--- src/design/uxf_consts.svh ---
// Constants for the extended serial receive features block.
`ifndef UXF_CONSTS_SVH
`define UXF_CONSTS_SVH
// ----------------------------------------------------------------------
// Register offsets
// ----------------------------------------------------------------------
`define UXF_OFF_STATUS 12'h004
`define UXF_OFF_CTRLA 12'h008
`define UXF_OFF_CONTROL_TWO 12'h00C
`define UXF_OFF_CTRLC 12'h010
`define UXF_OFF_BAUD 12'h014
`define UXF_OFF_EVCTRL 12'h018
`define UXF_OFF_TXPL 12'h01C
`define UXF_OFF_RXPL 12'h020
`define UXF_OFF_RXDATA 12'h024
`define UXF_OFF_POWER 12'h028
// ----------------------------------------------------------------------
// Field values and limits
// ----------------------------------------------------------------------
`define UXF_BRK_BITS 8'h0B
`define UXF_SYNC_CHAR 8'h55
`define UXF_BAUD_MIN 16'h0064
`define UXF_COMM_MODE_FIELD_ASYNC 2'h0
`define UXF_COMM_MODE_FIELD_IR 2'h2
`define UXF_RXM_NORMAL 2'h0
`define UXF_RXM_GENERIC_AUTOBAUD_MODE 2'h1
`define UXF_RXM_STRICT 2'h2
`define UXF_SLP_ACTIVE 2'h0
`define UXF_SLP_IDLE 2'h1
`define UXF_SLP_STANDBY 2'h2
`define UXF_SLP_PDOWN 2'h3
`define UXF_BAUD_RST 16'h0000
`endif

--- src/design/uxf_pkg.sv ---
// Types shared by the extended serial receive features block.
package uxf_pkg;
  // Receiver states.
  typedef enum logic [2:0] {
    UXF_IDLE, UXF_START, UXF_DATA, UXF_STOP
  } uxf_rx_state_t;
  // Control fields written by software.
  typedef struct packed {
    logic rx_en;
    logic start_detect_enable;
    logic [1:0] receive_mode_field;
    logic multidrop_address_mode;
    logic loopback;
    logic double_speed;
    logic [1:0] comm_mode_field;
    logic [1:0] ir_tx_mode;
    logic nine_bit;
    logic rx_start_ie;
    logic rx_done_ie;
    logic bad_sync_ie;
    logic infrared_event_input_enable;
  } uxf_ctrl_t;
endpackage

--- src/design/uxf_top.sv ---
// Extended receive features of an async serial port with an APB slave.
`timescale 1ns/100ps
`include "uxf_consts.svh"
module uxf_top (
  input wire logic clock_in, // 100 MHz clock.
  input wire logic rstn_in, // Synchronous reset, active low.
  input wire logic psel_in, // APB select.
  input wire logic penable_in, // APB enable.
  input wire logic pwrite_in, // APB write.
  input wire logic [11:0] paddr_in, // APB byte address.
  input wire logic [31:0] pwdata_in, // APB write data.
  output logic [31:0] prdata_out, // APB read data.
  output logic pready_out, // APB ready.
  output logic pslverr_out, // APB error.
  input wire logic serial_in_pin, // Receive pin.
  input wire logic event_in, // Event channel receive input.
  input wire logic tx_line_in, // Transmitter serial output.
  output logic tx_pin_out, // Transmit pin.
  input wire logic other_wake_in, // System woken by another source.
  output logic osc_req_out, // Oscillator request.
  output logic clk_req_out, // All-clocks wake request.
  output logic irq_out // Shared receive interrupt.
);
  // --------------------------------------------------------------------
  // Registers and bus
  // --------------------------------------------------------------------
  uxf_pkg::uxf_ctrl_t ctrl_q;
  uxf_pkg::uxf_rx_state_t st_q;
  logic [15:0] baud_q;
  logic [7:0] txpl_q;
  logic [6:0] rxpl_q;
  logic [1:0] sleep_q;
  logic rxc_q, rxs_q, isf_q, wfb_q, brk_q;
  logic [8:0] rxdata_q;
  logic wr, rd, hit;
  assign wr = psel_in & penable_in & pwrite_in;
  assign rd = psel_in & penable_in & ~pwrite_in;
  assign pready_out = 1'b1;
  // Unmapped offsets answer with an error; everything is zero-wait.
  always_comb begin
    hit = 1'b1;
    case (paddr_in)
      `UXF_OFF_STATUS, `UXF_OFF_CTRLA, `UXF_OFF_CONTROL_TWO, `UXF_OFF_CTRLC,
      `UXF_OFF_BAUD, `UXF_OFF_EVCTRL, `UXF_OFF_TXPL, `UXF_OFF_RXPL,
      `UXF_OFF_RXDATA, `UXF_OFF_POWER: hit = 1'b1;
      default: hit = 1'b0;
    endcase
  end
  assign pslverr_out = psel_in & penable_in & ~hit;
  // Read mux, registered for a stable data output.
  always_ff @(posedge clock_in) begin
    if (!rstn_in) begin
      prdata_out <= 32'h00000000;
    end else if (psel_in & ~penable_in) begin
      case (paddr_in)
        `UXF_OFF_STATUS: prdata_out <= {27'h0, rxc_q, rxs_q, isf_q,
                                        brk_q, wfb_q};
        `UXF_OFF_CTRLA: prdata_out <= {28'h0, ctrl_q.rx_start_ie,
                                       ctrl_q.loopback, ctrl_q.bad_sync_ie,
                                       ctrl_q.rx_done_ie};
        `UXF_OFF_CONTROL_TWO: prdata_out <= {27'h0, ctrl_q.rx_en,
                                       ctrl_q.start_detect_enable,
                                       ctrl_q.receive_mode_field,
                                       ctrl_q.multidrop_address_mode};
        `UXF_OFF_CTRLC: prdata_out <= {26'h0, ctrl_q.comm_mode_field,
                                       ctrl_q.ir_tx_mode,
                                       ctrl_q.double_speed,
                                       ctrl_q.nine_bit};
        `UXF_OFF_BAUD: prdata_out <= {16'h0, baud_q};
        `UXF_OFF_EVCTRL: prdata_out <= {31'h0,
                                        ctrl_q.infrared_event_input_enable};
        `UXF_OFF_TXPL: prdata_out <= {24'h0, txpl_q};
        `UXF_OFF_RXPL: prdata_out <= {25'h0, rxpl_q};
        `UXF_OFF_RXDATA: prdata_out <= {23'h0, rxdata_q};
        `UXF_OFF_POWER: prdata_out <= {30'h0, sleep_q};
        default: prdata_out <= 32'h00000000;
      endcase
    end
  end
  // Control registers. Double speed is refused in infrared mode.
  always_ff @(posedge clock_in) begin
    if (!rstn_in) begin
      ctrl_q <= '0;
      txpl_q <= 8'h00;
      rxpl_q <= 7'h00;
      sleep_q <= `UXF_SLP_ACTIVE;
    end else if (wr) begin
      case (paddr_in)
        `UXF_OFF_CTRLA: begin
          ctrl_q.rx_start_ie <= pwdata_in[3];
          ctrl_q.loopback <= pwdata_in[2];
          ctrl_q.bad_sync_ie <= pwdata_in[1];
          ctrl_q.rx_done_ie <= pwdata_in[0];
        end
        `UXF_OFF_CONTROL_TWO: begin
          ctrl_q.rx_en <= pwdata_in[4];
          ctrl_q.start_detect_enable <= pwdata_in[3];
          ctrl_q.receive_mode_field <= pwdata_in[2:1];
          ctrl_q.multidrop_address_mode <= pwdata_in[0];
        end
        `UXF_OFF_CTRLC: begin
          ctrl_q.comm_mode_field <= pwdata_in[5:4];
          ctrl_q.ir_tx_mode <= pwdata_in[3:2];
          ctrl_q.double_speed <= pwdata_in[1] &
            (pwdata_in[5:4] != `UXF_COMM_MODE_FIELD_IR);
          ctrl_q.nine_bit <= pwdata_in[0];
        end
        `UXF_OFF_EVCTRL: ctrl_q.infrared_event_input_enable <=
          pwdata_in[0];
        `UXF_OFF_TXPL: txpl_q <= pwdata_in[7:0];
        `UXF_OFF_RXPL: rxpl_q <= pwdata_in[6:0];
        `UXF_OFF_POWER: sleep_q <= pwdata_in[1:0];
        default: ;
      endcase
    end
  end
  // --------------------------------------------------------------------
  // Input path
  // --------------------------------------------------------------------
  logic pin_s1_q, pin_s2_q, ev_s1_q, ev_s2_q;
  always_ff @(posedge clock_in) begin
    if (!rstn_in) begin
      pin_s1_q <= 1'b1;
      pin_s2_q <= 1'b1;
      ev_s1_q <= 1'b1;
      ev_s2_q <= 1'b1;
    end else begin
      pin_s1_q <= serial_in_pin;
      pin_s2_q <= pin_s1_q;
      ev_s1_q <= event_in;
      ev_s2_q <= ev_s1_q;
    end
  end
  logic ir_mode, raw_in, line, line_q;
  assign ir_mode = ctrl_q.comm_mode_field == `UXF_COMM_MODE_FIELD_IR;
  // Event input replaces the pin only in infrared mode.
  assign raw_in = (ir_mode & ctrl_q.infrared_event_input_enable) ?
                  ev_s2_q : pin_s2_q;
  // Infrared decoder: pin low means pulse high; short pulses read as one.
  logic [6:0] pw_q;
  logic ir_bit;
  always_ff @(posedge clock_in) begin
    if (!rstn_in) begin
      pw_q <= 7'h00;
    end else if (!raw_in) begin
      if (pw_q != 7'h7F) pw_q <= pw_q + 7'h01;
    end else begin
      pw_q <= 7'h00;
    end
  end
  assign ir_bit = ~(~raw_in & (pw_q >= rxpl_q));
  // Loopback taps the transmitter before the pin.
  assign line = ctrl_q.loopback ? tx_line_in :
                (ir_mode ? ir_bit : raw_in);
  // --------------------------------------------------------------------
  // Bit timing and receiver
  // --------------------------------------------------------------------
  // One bit time is baud_q/64 clocks, from the 16-bit divider word.
  logic [15:0] bt_q;
  logic [9:0] bitlen;
  logic [3:0] bit_q;
  logic [8:0] sh_q;
  logic [7:0] low_q;
  logic mid, bit_end, use_auto, fall, rise, frame_done;
  assign bitlen = (baud_q[15:6] == 10'h000) ? 10'h001 : baud_q[15:6];
  assign mid = bt_q[9:0] == {1'b0, bitlen[9:1]};
  assign bit_end = bt_q[9:0] >= bitlen - 10'h001;
  assign fall = line_q & ~line;
  assign rise = ~line_q & line;
  assign use_auto = ctrl_q.receive_mode_field != `UXF_RXM_NORMAL;
  always_ff @(posedge clock_in) begin
    if (!rstn_in) line_q <= 1'b1;
    else line_q <= line;
  end
  always_ff @(posedge clock_in) begin
    if (!rstn_in) begin
      st_q <= uxf_pkg::UXF_IDLE;
      bt_q <= 16'h0000;
      bit_q <= 4'h0;
      sh_q <= 9'h000;
    end else if (!ctrl_q.rx_en) begin
      st_q <= uxf_pkg::UXF_IDLE;
    end else begin
      bt_q <= bit_end ? 16'h0000 : bt_q + 16'h0001;
      case (st_q)
        uxf_pkg::UXF_IDLE: begin
          bt_q <= 16'h0000;
          if (fall && !wfb_q) st_q <= uxf_pkg::UXF_START;
        end
        uxf_pkg::UXF_START: begin
          if (mid && line) st_q <= uxf_pkg::UXF_IDLE;
          else if (bit_end) begin
            st_q <= uxf_pkg::UXF_DATA;
            bit_q <= 4'h0;
          end
        end
        uxf_pkg::UXF_DATA: begin
          if (mid) sh_q <= {line, sh_q[8:1]};
          if (bit_end) begin
            bit_q <= bit_q + 4'h1;
            if (bit_q == (ctrl_q.nine_bit ? 4'h8 : 4'h7))
              st_q <= uxf_pkg::UXF_STOP;
          end
        end
        uxf_pkg::UXF_STOP: begin
          if (mid) st_q <= uxf_pkg::UXF_IDLE;
        end
        default: st_q <= uxf_pkg::UXF_IDLE;
      endcase
    end
  end
  assign frame_done = ctrl_q.rx_en & (st_q == uxf_pkg::UXF_STOP) & mid;
  // Frame type: ninth bit, else first stop bit.
  logic ftype, accept;
  logic [7:0] dbyte;
  assign dbyte = ctrl_q.nine_bit ? sh_q[7:0] : sh_q[8:1];
  assign ftype = ctrl_q.nine_bit ? sh_q[8] : line;
  assign accept = frame_done & (~ctrl_q.multidrop_address_mode | ftype)
                  & ~brk_q;
  // --------------------------------------------------------------------
  // Break detection and auto-baud
  // --------------------------------------------------------------------
  logic [15:0] meas_q, seg_q, first_q;
  logic [2:0] edges_q;
  logic sync_q, brk_hit, sync_bad, fst_q;
  logic [9:0] lt_q;
  // Low time in bit times; own timer, as the receiver idles mid-break.
  always_ff @(posedge clock_in) begin
    if (!rstn_in || line) begin
      low_q <= 8'h00;
      lt_q <= 10'h000;
    end else if (lt_q >= bitlen - 10'h001) begin
      lt_q <= 10'h000;
      if (low_q != 8'hFF) low_q <= low_q + 8'h01;
    end else begin
      lt_q <= lt_q + 10'h001;
    end
  end
  // A level held over twice the start bit cannot be a 0x55 sync.
  assign sync_bad = sync_q & fst_q & (seg_q > {first_q[14:0], 1'b0});
  assign brk_hit = use_auto & ((low_q > `UXF_BRK_BITS) & ~brk_q |
                               wfb_q & rise);
  // Measurement runs from the sync start bit over four fall edges.
  always_ff @(posedge clock_in) begin
    if (!rstn_in) begin
      brk_q <= 1'b0;
      sync_q <= 1'b0;
      meas_q <= 16'h0000;
      edges_q <= 3'h0;
      seg_q <= 16'h0000;
      first_q <= 16'h0000;
      fst_q <= 1'b0;
    end else if (brk_hit) begin
      brk_q <= 1'b1;
      sync_q <= 1'b0;
      meas_q <= 16'h0000;
      edges_q <= 3'h0;
      seg_q <= 16'h0000;
      fst_q <= 1'b0;
    end else if (brk_q && !sync_q) begin
      if (fall) sync_q <= 1'b1;
    end else if (sync_q) begin
      meas_q <= meas_q + 16'h0001;
      seg_q <= (fall | rise) ? 16'h0000 : seg_q + 16'h0001;
      if (rise && !fst_q) begin
        first_q <= seg_q + 16'h0001;
        fst_q <= 1'b1;
      end
      if (fall) edges_q <= edges_q + 3'h1;
      if ((fall && edges_q == 3'h3) || sync_bad) begin
        sync_q <= 1'b0;
        brk_q <= 1'b0;
      end
    end
  end
  // End of sync: eight bit times measured, count*64/8 is the divider.
  logic sync_end, sync_ok;
  logic [15:0] new_baud;
  assign sync_end = sync_q & fall & (edges_q == 3'h3);
  assign new_baud = {meas_q[12:0] + 13'h0001, 3'b000};
  assign sync_ok = (ctrl_q.receive_mode_field == `UXF_RXM_GENERIC_AUTOBAUD_MODE) ?
                   (new_baud >= `UXF_BAUD_MIN) : 1'b1;
  // A sync that ends cleanly commits, in generic mode only at or above UXF_BAUD_MIN; a broken one leaves the baud alone.
  always_ff @(posedge clock_in) begin
    if (!rstn_in) begin
      baud_q <= `UXF_BAUD_RST;
    end else if (wr && paddr_in == `UXF_OFF_BAUD) begin
      baud_q <= pwdata_in[15:0];
    end else if (sync_end && sync_ok) begin
      baud_q <= new_baud;
    end
  end
  // --------------------------------------------------------------------
  // Flags, sleep wake and interrupt
  // --------------------------------------------------------------------
  logic sfd_arm, start_ev, clr_status;
  logic [4:0] clr;
  assign clr_status = wr & (paddr_in == `UXF_OFF_STATUS);
  assign clr = clr_status ? pwdata_in[4:0] : 5'h00;
  assign sfd_arm = ctrl_q.start_detect_enable &
                   (ctrl_q.comm_mode_field == `UXF_COMM_MODE_FIELD_ASYNC) &
                   (sleep_q == `UXF_SLP_STANDBY);
  assign start_ev = sfd_arm & fall & (st_q == uxf_pkg::UXF_IDLE);
  // Hardware set wins over a same-cycle software clear.
  always_ff @(posedge clock_in) begin
    if (!rstn_in) begin
      rxc_q <= 1'b0;
      rxs_q <= 1'b0;
      isf_q <= 1'b0;
      wfb_q <= 1'b0;
      rxdata_q <= 9'h000;
    end else begin
      if (accept) begin
        rxc_q <= 1'b1;
        rxdata_q <= {ftype & ctrl_q.nine_bit, dbyte};
      end else if (clr[4] || (rd && paddr_in == `UXF_OFF_RXDATA))
        rxc_q <= 1'b0;
      if (start_ev) rxs_q <= 1'b1;
      else if (clr[3]) rxs_q <= 1'b0;
      if (sync_bad && ctrl_q.receive_mode_field == `UXF_RXM_STRICT)
        isf_q <= 1'b1;
      else if (clr[2]) isf_q <= 1'b0;
      if (brk_hit) wfb_q <= 1'b0;
      else if (clr_status && pwdata_in[0]) wfb_q <= 1'b1;
    end
  end
  // Oscillator held through a frame; dropped on false start.
  assign osc_req_out = sfd_arm & (fall | st_q != uxf_pkg::UXF_IDLE)
                       | other_wake_in;
  assign clk_req_out = sfd_arm & (ctrl_q.rx_start_ie ? rxs_q :
                       (ctrl_q.rx_done_ie & rxc_q)) | other_wake_in;
  assign irq_out = rxc_q & ctrl_q.rx_done_ie | rxs_q & ctrl_q.rx_start_ie
                   | isf_q & ctrl_q.bad_sync_ie;
  // --------------------------------------------------------------------
  // Infrared encoder
  // --------------------------------------------------------------------
  // Pulse at each bit start of a zero; mode 0 3/16 bit, 1 programmed, 2 and 3 the whole bit.
  logic [15:0] tb_q;
  logic [9:0] txbit;
  logic txl_q, pulse;
  logic [13:0] w316;
  assign w316 = {4'h0, bitlen} * 14'h0003;
  assign txbit = bitlen;
  always_ff @(posedge clock_in) begin
    if (!rstn_in) begin
      tb_q <= 16'h0000;
      txl_q <= 1'b1;
    end else begin
      txl_q <= tx_line_in;
      if ((txl_q != tx_line_in) || tb_q[9:0] >= txbit - 10'h001)
        tb_q <= 16'h0000;
      else tb_q <= tb_q + 16'h0001;
    end
  end
  assign pulse = ~tx_line_in & ((ctrl_q.ir_tx_mode == 2'h0) ?
                 ({2'h0, tb_q} < {4'h0, w316[13:4]} + 18'h0) :
                 (ctrl_q.ir_tx_mode == 2'h1) ?
                 ({2'h0, tb_q} < {10'h000, txpl_q}) : 1'b1);
  always_ff @(posedge clock_in) begin
    if (!rstn_in) tx_pin_out <= 1'b1;
    else tx_pin_out <= ir_mode ? ~pulse : tx_line_in;
  end
endmodule

--- config.mk ---
export PLATFORM = sky130hd
export DESIGN_NAME = uxf_top
export DESIGN_NICKNAME = d
export VERILOG_FILES = /design/src/design/uxf_pkg.sv /design/src/design/uxf_top.sv
export VERILOG_INCLUDE_DIRS = /design/src /design/src/design
export SDC_FILE = /design/constraint.sdc
export NUM_CORES = 1
export LEC_CHECK = 0
export BUFFER_PORTS_ARGS = -buffer_cell sky130_fd_sc_hd__buf_2
export CAP_MARGIN = 5
export CORE_MARGIN = 1
export CORE_UTILIZATION = 66
export CTS_BUF_LIST = sky130_fd_sc_hd__clkbuf_16
export DETAILED_ROUTE_END_ITERATION = 8
export PLACE_DENSITY = 0.95
export SYNTH_ARGS = -nofsm -noshare
export SYNTH_HDL_FRONTEND = slang
export SYNTH_SLANG_ARGS = --single-unit
--- constraint.sdc ---
create_clock -name clock_in -period 12.9 [get_ports clock_in]
set_input_delay 0.645 -clock clock_in [delete_from_list [all_inputs] [get_ports clock_in]]
set_output_delay 0.645 -clock clock_in [all_outputs]
set_load 0.005 [all_outputs]
## Word level (Yosys, flattened, before mapping)

Cells that the tools add are included.
W data, S select, Z words.

| word-level totals | value |
|---|---|
| logic and storage cells | 253 |
| output and inout port bits | 38 |
| input bits | 53 |
| flip-flop bits (word level) | 227 |

| operators by class | value |
|---|---|
| multipliers | 1 |
| reduce and logical (&&, ||, !) cells | 53 |
| equality and inequality tests | 34 |
| add/sub/neg operators | 11 |
| bitwise operators | 55 |
| magnitude comparators | 9 |
| mux-type cells | 45 |

Operators with widths:

| cell | number |
|---|---|
| $pmux W16 S10 | 1 |
| $mux W16 | 5 |
| $add A16 B1 Y16 const B | 4 |
| $eq A12 B5 Y1 const B | 4 |
| $eq A12 B6 Y1 const B | 3 |
| $and A1 B1 Y1 | 33 |
| $lt A16 B8 Y1 | 2 |
| $ge A10 B10 Y1 | 3 |
| $eq A12 B4 Y1 const B | 2 |
| $mux W1 | 24 |
| $reduce_and A2 Y1 | 10 |
| $mux W3 | 6 |
| $ne A2 B2 Y1 const B | 9 |
| $ge A16 B7 Y1 const B | 1 |
| $gt A16 B16 Y1 | 1 |
| $mux W4 | 4 |
| $reduce_bool A2 Y1 | 8 |
| $not A1 Y1 | 14 |
| $add A13 B1 Y13 const B | 1 |
| $eq A12 B3 Y1 const B | 1 |
| $mul A10 B2 Y12 const B | 1 |
| $pmux W3 S4 | 1 |
| $reduce_and A3 Y1 | 4 |
| $add A10 B1 Y10 const B | 1 |
| 33 further kinds | 65 |

## Logic depth before layout (Yosys ltp)

Gate-level depths: netlist of the first run.

| depth | value |
|---|---|
| depth in word-level cells | 16 |
| mapped depth | 22 |
| depth with buffers taken out | 21 |

## Least setup slack after synthesis of the first run

No wires, ideal clock.

| path | value |
|---|---|
| path type | register to register |
| from | register baud_q[14] |
| to | register tx_pin_out |
| setup slack | 8.345 ns |
| path buffers | 1 |
| arrival time | 4.439 ns |
| stages on the path, launching flop included | 22 |
| clock period less this slack | 4.555 ns |
| path through | dfxtp_1 > clkbuf_1 > inv_1 > ha_1 > and4bb_1 > nand2_1 > nand2_1 > inv_1 > ha_1 > a31o_2 > a21oi_1 > o21ai_0 > a2111oi_0 > nor2b_1 > a21oi_1 > xor2_1 > ha_1 > a21oi_1 > nor2b_1 > or4_1 > a211o_1 > a31o_2 |

| between the ends | value |
|---|---|
| cells in the longest elaborated chain, start to end | 8 |

Ends and longest elaborated chain:

| what | line | RTL |
|---|---|---|
| start, declared | uxf_top.sv:29 | `logic [15:0] baud_q;` |
| start signal, assigned | uxf_top.sv:286 | `` baud_q <= `UXF_BAUD_RST; `` |
| start signal, assigned | uxf_top.sv:288 | `baud_q <= pwdata_in[15:0];` |
| start signal, assigned | uxf_top.sv:290 | `baud_q <= new_baud;` |
| $logic_not A10 Y1 | uxf_top.sv:165 | `assign bitlen = (baud_q[15:6] == 10'h000) ? 10'h001 : baud_q[15:6];` |
| $mux W10 (*) | uxf_top.sv:165 |  |
| $mul A10 B2 Y12 (*) | uxf_top.sv:342 | `assign w316 = {4'h0, bitlen} * 14'h0003;` |
| $lt A16 B8 Y1 (*) | uxf_top.sv:356 | `({2'h0, tb_q} < {4'h0, w316[13:4]} + 18'h0) :` |
| $mux W1 (*) | uxf_top.sv:355 | `assign pulse = ~tx_line_in & ((ctrl_q.ir_tx_mode == 2'h0) ?` |
| $and A1 B1 Y1 (*) | uxf_top.sv:355 |  |
| $not A1 Y1 (*) | uxf_top.sv:361 | `else tx_pin_out <= ir_mode ? ~pulse : tx_line_in;` |
| $mux W1 (*) | uxf_top.sv:361 |  |
| end signal, assigned | uxf_top.sv:361 |  |
| end, declared | uxf_top.sv:18 | `output logic tx_pin_out,` |

Mark *: on every way between the ends. The rest lies on a longest branch, timed or not.
A chain may end at the register's enable or synchronous reset.

## Worst setup path in the final report of the first run

Ends and elaborated chain as after synthesis.

==> reports/summary.md, run 1 <==
In this run the tightest slew margin relative to its limit is 24.2%. For the hold violation count in the final report, the log shows 0. After detailed routing, the number of remaining DRC violations is 0. The port buffer count came out at 57.

The initial utilization of the core area, before any placement, comes to 67.4%. For the fill cell instance count of the final layout, the log shows 1187. The nature of the critical path endpoint is a register.

STA classifies the critical path startpoint as a register. The post-route minimum period is 5.51 ns, and the share of the clock period used by the worst path is 42.7%. After detailed routing, the total wire length is 31.6 mm.

The max-capacitance violation count was 0. The flip-flop cell with the highest count after synthesis is dfxtp_1. The total area inside the core boundary comes to 0.0173 mm2. Entering global routing, the biggest net connects 95 pins.

Of the post-synthesis cell area, the dominant cell type holds 34.5%. TritonCTS built the clock tree. After clock tree synthesis, the clock-pin slew on the worst setup and hold paths is 0.06 ns. The layout overhead on the synthesized area is 8.93%, and the number of setup violations in the final report is 0. Synthesis produced a netlist whose cell count is 1407. In the routed layout, each cell is associated on average with a via count of 6.64. By area the synthesized netlist is led by dfxtp_1 (35%), ha_1 (10%), nor2_1 (6.3%). The run gives 3.0% as the logic gate share of total power. The tools report the power share of the sequential group as 47.8%. For the placement row count, the log shows 48. The run gives 1272 as the detailed router's first-iteration violation count.

The synthesized design spends more area on one cell type than any other, namely dfxtp_1. By startpoint and endpoint, the worst setup path is classified as reg -> reg. The die covers 0.0182 mm2. The first global-routing pass estimated 50.9 mm of wire. The number of nets in the layout was 1573. Counting flops and latches in the post-synthesis netlist gives 201. The internal portion of the total power is 1.01 mW. HPWL after detailed placement: 21.2 mm.

The later pin in the worst-skew pair is clocked with a latency of 0.54 ns. In this run the vertical extent of the chip is 135 um. Global routing used 34.5% of the available tracks across all layers.

The final standard cell area without fillers is 0.0127 mm2. STA puts the critical path data arrival time at 5.91 ns. Cells with a size suffix above 1 make up 7.76% of the layout. The tools report the area taken by flip-flops and latches as 0.00402 mm2. Based on the critical path, the design can be clocked at up to 0.182 GHz. The synthesized area per cell works out to 8.29 um2. Counting distinct cell types in the post-synthesis netlist gives 72. Post-detailed-route count of antenna-violating nets: 0. The tightest min-delay check is of the in -> reg type.

For the initial antenna violation count, the log shows 1. The combined area of all synthesized cells is 0.0117 mm2. The share of flip-flops with an asynchronous set or reset after synthesis works out to 0%. The kind of cell adding the most delay to the critical path is compound AO/OA/AOI/OAI gates.

The switching power as a share of total power is 22.8%. The run gives 1 as the number of levels the H-tree was split into. The maximum single-stage delay on the critical path is 0.57 ns, and the leakage power is 4.80 nW. The first detailed-routing pass took 6 iterations. Across the routed clock network, the largest skew measured is 0.0291 ns. Setup total negative slack on the finished layout was measured at 0 ns. The clock network is responsible for 49.2% of the overall power.

The number of sinks driven by the clock tree is 201, and the measured slew at the worst slew-check pin is 1.14 ns. The die is 135 um wide. For the number of setup buffers added after CTS, the log shows 0. The largest individual stage delay along the critical path comes from the cell dfxtp_1. Together, buffers and inverters on the worst path number 2. The via count of the first global-routing pass was 10554. The hold buffer count at cts was 0; the total count of max-transition violations in the final report was 0.

The footprint of the multi-input gates came out at 0.00706 mm2. After synthesis, flip-flops and latches occupy 34.5% of the total area. The run gives 0 as the count of yosys warnings during synthesis.

The run finished with clean final reports. The detailed-route via count was 11080. The signal on the critical path passes through inv_1 > ha_1 > and4bb_1 > nand2_1 > nand2_1 > inv_1 > ha_1 > a31o_2 > a21oi_1 > o21ai_0 > a2111oi_0 > nor2b_1 > a21oi_1 > xor2_1 > ha_1 > a21oi_1 > nor2b_1 > or4_1 > a211o_1 > a31o_2. Number of flops mapped to enable cells by yosys: 0.

In this run the power density over the cells is 103 mW/mm2. For the total design power, the log shows 1.31 mW. In this run the worst path has a maximum fanout of 11.

In this run the cell area measured after placement is 0.0120 mm2. The number of gates resized after cts was 0; the number of buffers between clock root and the deepest sink was 3. The root buffer cell chosen for the clock tree is clkbuf_16. Routability-driven placement finished with a final weighted congestion of 0.948.

The switching power of the nets is 0.298 mW. Count of boundary I/O pins: 91. In this run, CTS created clock tree buffers numbering 22. The data required time at the worst endpoint was 13.30 ns; the average wire per standard cell was 19.0 um.

The worst-case IR drop observed on VDD is 106 uV. The leftover overflow at the end of global routing is 0. Setup repair after global routing left no endpoint under its margin.
-- per-layer routing --
metal | track usage, % | wire length [um]
met1 | 41.0 | 12100
met2 | 56.4 | 14500
met3 | 7.62 | 3080
met4 | 21.9 | 1970
met5 | 0 | 0
-- sequential cells by signal, summed over array words and instances, names as in the netlist, 8 cells and up --
signal / flops
sh_q: 9
seg_q: 16
prdata_out: 16
first_q: 15
tb_q: 16
ctrl_q: 16
baud_q: 16
rxdata_q: 9
bt_q: 10
txpl_q: 8
meas_q: 13
low_q: 8
lt_q: 10
-- power groups by stage --
stage	sequential (mW)	clock, mW	combinational [mW]
final	0.625	0.643	0.0388
after CTS	0.624	0.640	0.0369
after global placement	0.638	0	0.0358
after floorplan	0.638	0	0.0229
after global routing	0.624	0.670	0.0407
after detailed placement	0.638	0	0.0363
-- through the flow --
| stage | instances | hold WS [ns] | util [%] | setup slack, ns |
|---|---|---|---|---|
| after CTS | 1668 | 0.298 | 73.4 | 7.59 |
| after global placement | 1628 | 0.396 | 69.1 | 7.91 |
| final | 1669 | 0.297 | 73.4 | 7.39 |
| after global routing | 1669 | 0.309 | 73.4 | 7.12 |
| after floorplan | 1422 | 0.386 | - | 8.35 |
| after detailed placement | 1628 | 0.404 | 69.1 | 7.74 |
-- cell families after synthesis --
kind of cell,count (synthesis),share of synthesized area (%)
compound gates,288,16.6
xor+xnor,80,6.01
fa+ha+maj,93,9.98
buf+inv,151,5.54
flops,201,34.5
mux,66,5.69
other cells,2,0.0644
simple gates,526,21.6
-- synthesized netlist by cell type, drive strengths merged (5+ instances only) --
master and n:
a2111oi 7, a211oi 29, a21o 7, a21oi 66, a221oi 10, a22o 7
a22oi 19, a31oi 19, and2 5, and3 26, buf 29, clkbuf 53
dfxtp 201, ha 93, inv 69, mux2i 64, nand2 95, nand2b 22
nand3 64, nand4 15, nor2 195, nor2b 17, nor3 30, nor4 21
o211ai 12, o21a 7, o21ai 51, o31ai 7, or3 10, or4 6
xnor2 41, xor2 39
-- worst paths after layout --
| check | from | to | slack (ns) | cells after the start |
|---|---|---|---|---|
| worst min-delay path | event_in | ev_s1_q | 0.30 | 2 |
| worst min register to register | pin_s1_q | pin_s2_q | 0.42 | 1 |
| worst max-delay path | baud_q[14] | tx_pin_out | 7.39 | 20 |
| worst max register to register | baud_q[14] | tx_pin_out | 7.39 | 20 |
-- cell usage in the layout (no fill, tap or decap), types with 41 or more instances in the layout --
cell and n:
buf_2 57, inv_1 72, nand3_1 64, dfxtp_1 201, a21oi_1 66, xnor2_1 41, nor2_1 195, o21ai_0 50
ha_1 93, mux2i_1 64, nand2_1 95
-- final cells by class --
class	instances	area share, %
timing repair buffer	63	2.60
clock inverter	18	1.51
clock buffer	22	4.33
sequential	201	31.7
tap	225	2.22
inverter	69	2.04
multi-input combinational	1070	55.6
antenna	1	0.0197
Note: power is estimated with default switching activity, not from simulation.
==> run 2, diff against run 1 <==
- CORE_UTILIZATION: 66 -> 61
- PLACE_DENSITY: 0.95 -> 0.91
- clock period: 12.9 -> 5.4 ns (I/O delays scaled with it)
==> run 2 against run 1 <==
Critical path depth grew 1; maximum frequency grew 11%; routed wire length shrank 4.3%; final cell count grew 0.60%; via count shrank 3.7%; clock-buffer cell count is the same; worst hold slack lost 0.25 ns; clock skew shrank 0.0029 ns; sequential power grew 140%; critical path type unchanged; critical endpoint unchanged.
==> reports/summary.md, run 2 (synthesized netlist as in run 1, its figures left out) <==
The flow ran to the end, and the final reports show no timing, DRC or antenna violations. The share of the clock period used by the worst path was 91.9%. Walking the worst path, the cells encountered are inv_1 > ha_1 > and4bb_1 > nand2_1 > nand2_1 > inv_1 > ha_1 > a31o_2 > a21oi_1 > o21ai_0 > a2111oi_1 > nor2b_1 > a21oi_1 > xor2_1 > ha_1 > a21oi_1 > nor2b_1 > or4_1 > a31oi_1 > nor3_1 > a31o_2. The cell family contributing the most delay on the critical path is compound AO/OA/AOI/OAI gates.

The logs give 0 for the post-detailed-route count of antenna-violating nets and 91 for the count of boundary I/O pins. The maximum fanout along the worst path works out to 9. The area of the die is 0.0197 mm2, and the number of cell instances on the worst register-to-register path is 21.

Leaving out fill and tap cells, the most frequent cells in the layout are dfxtp_1 (200), nor2_1 (195), nand2_1 (95). At the end of routability-driven placement, the weighted congestion stood at 1.00. Data on the critical path arrives at its endpoint at 5.36 ns. Relative to the synthesized area, the layout overhead comes to 8.42%. The slowest library cell on the worst path was dfxtp_1. Starting density of the core: 62.3%.

TritonCTS built the clock tree. Across the run, the number of max-cap violations was 0. Summed over all cells, the static leakage comes to 4.78 nW. The run gives 92 as the pin count of the biggest net entering global routing.

The non-filler instance count after layout came out at 1679. Clock-pin slew was measured on the worst setup and hold paths at 0.07 ns. For the final database, setup skew stands at 0.0263 ns. In this run the power density over the cells is 232 mW/mm2. In this run the worst hold path is classified as in -> reg. The initial antenna violation count is 0. The nature of the critical path endpoint is a register.

After the first detailed-routing iteration, the DRC count stood at 1124. VDD sags by at most 262 uV. The floorplan step set the die width to 140 um. The maximum single-stage delay on the critical path works out to 0.49 ns.

Start-to-end type of the worst setup path: reg -> reg. The critical path starts at baud_q[15]. Leftover overflow at the end of global routing: 0. The total placed cells including tap cells was 1637. The post-route minimum period was 4.96 ns; the final-layout setup total negative slack was 0 ns. The vias per cell was 6.35. STA classifies the critical path startpoint as a register. In this run the most critical hold path is launched from pwdata_in[7]. The tools report the total count of max-transition violations in the final report as 0. The worst hold path passes through 3 cells. The run gives 49.6% as the met2 track demand over resource. Data on the critical path is required at its endpoint by 5.80 ns.

The clock net in this run drives a total of 201 sinks. In the global route stage, overall resource usage came out at 30.1%. The measured slew at the worst slew-check pin came out at 1.08 ns.

Via count of the first global-routing pass: 9880. Setup repair after global routing left no endpoint under its margin. The run gives 0.52 ns as the clock latency of the later-clocked register in the worst-skew pair. For this block, the routed nets add up to 30.3 mm of wire. Measured against its own limit, the worst slew margin works out to 27.3%.

In the routed design, unresolved DRC markers number 0. The logs give 0.409 ns for the post-placement setup slack and 0.00403 mm2 for the area taken by flip-flops and latches. The worst setup slack after layout came out at 0.436 ns. The number of setup violations in the final report came out at 0. Leaving out fill and tap cells, the most frequent cell in the layout is dfxtp_1. The number of levels the H-tree was split into came out at 1.

The tools report the critical register-to-register path endpoint as tx_pin_out. The first global-routing pass estimated 48.3 mm of wire. Before antenna repair, the detailed router went through 7 iterations. The port buffer count was 57; the proportion of layout cells with a drive suffix above 1 was 7.47%. The tools report the fill cell instance count of the final layout as 1433. Across all register-to-register paths, the minimum setup slack is 0.44 ns. For the footprint of the multi-input gates, the log shows 0.00707 mm2. The core outline area was 0.0187 mm2.

The chip height was 140 um. The placement row count was 50. The longest clock path from root to sink contains 3 buffers. 0 antenna diodes ended up in the layout.

The tools report the hold violation count in the final report as 0. The detailed-route via count was 10667; the number of buffers and inverters on the critical path was 2. The number of buffers created by CTS came out at 22.

The tools report the timing-limited maximum frequency as 0.201 GHz. Summed over all nets, the half-perimeter wirelength after detailed placement is 21.3 mm. The average wire per standard cell works out to 18.0 um. The global routing usage on met3 was 5.13%.

The run gives 38.1% as the met1 track utilization from global routing. Peak-usage layer in the global routing report: met2. The tools report the worst min-delay path endpoint as txpl_q[7]. After clock tree synthesis, the setup repair step added 0 buffers. The critical register-to-register path startpoint is baud_q[15]. In the final design database the tool counted 1575 nets. Clock root buffer: clkbuf_16.
[run 2: routing by layer]
layer	wire, um	vias to the layer above
met3	2610	130
met1	12200	4986
li1	-	5047
met2	14100	504
met5	0	-
met4	1420	0
[run 2: layout make-up]
type | instances | share of cell area, %
multi-input combinational | 1070 | 55.9
sequential | 201 | 31.8
clock buffer | 22 | 4.35
timing repair buffer | 65 | 2.77
tap | 234 | 2.32
inverter | 69 | 2.05
clock inverter | 18 | 0.742
[run 2: where the power goes]
part	total [mW]	switching, mW	internal [mW]
registers	1.49	0.00359	1.49
clock network	1.35	0.612	0.742
logic	0.0922	0.0663	0.0260
[run 2: how the worst max path moves through the flow]
| stage | slack, ns | to | cells past startpoint |
|---|---|---|---|
| floorplan | 0.85 | tx_pin_out | 21 |
| global placement | 0.54 | tx_pin_out | 20 |
| detailed placement | 0.41 | tx_pin_out | 20 |
| CTS | 0.38 | tx_pin_out | 20 |
| global route | 0.05 | tx_pin_out | 20 |
| finish | 0.44 | tx_pin_out | 21 |
[run 2: what timing repair did]
action,CTS,global route
resized for setup,0,2
endpoints found under the setup margin,0,1
hold buffers,2,0
endpoints found under the hold margin,2,0
[run 2: stage by stage]
stage	power, mW	hold WS (ns)	cell area (um2)	util, %
floorplan	1.58	0.371	11700	-
CTS	2.94	0.0324	12600	67.6
finish	2.94	0.0420	12600	67.6
detailed placement	1.61	0.403	12000	64.0
global route	3.02	0.0566	12600	67.6
global placement	1.61	0.397	12000	64.0
[run 2: worst register-to-register path, delay by kind of cell (launching register included)]
family | cells | cell delay [ns]
AOI/OAI and AO/OA | 8 | 1.85
xor gates and xnor gates | 1 | 0.17
buffers and inverters | 2 | 0.26
DFF | 1 | 0.49
and+or+nand+nor | 7 | 1.36
adders and majority gates | 3 | 0.74
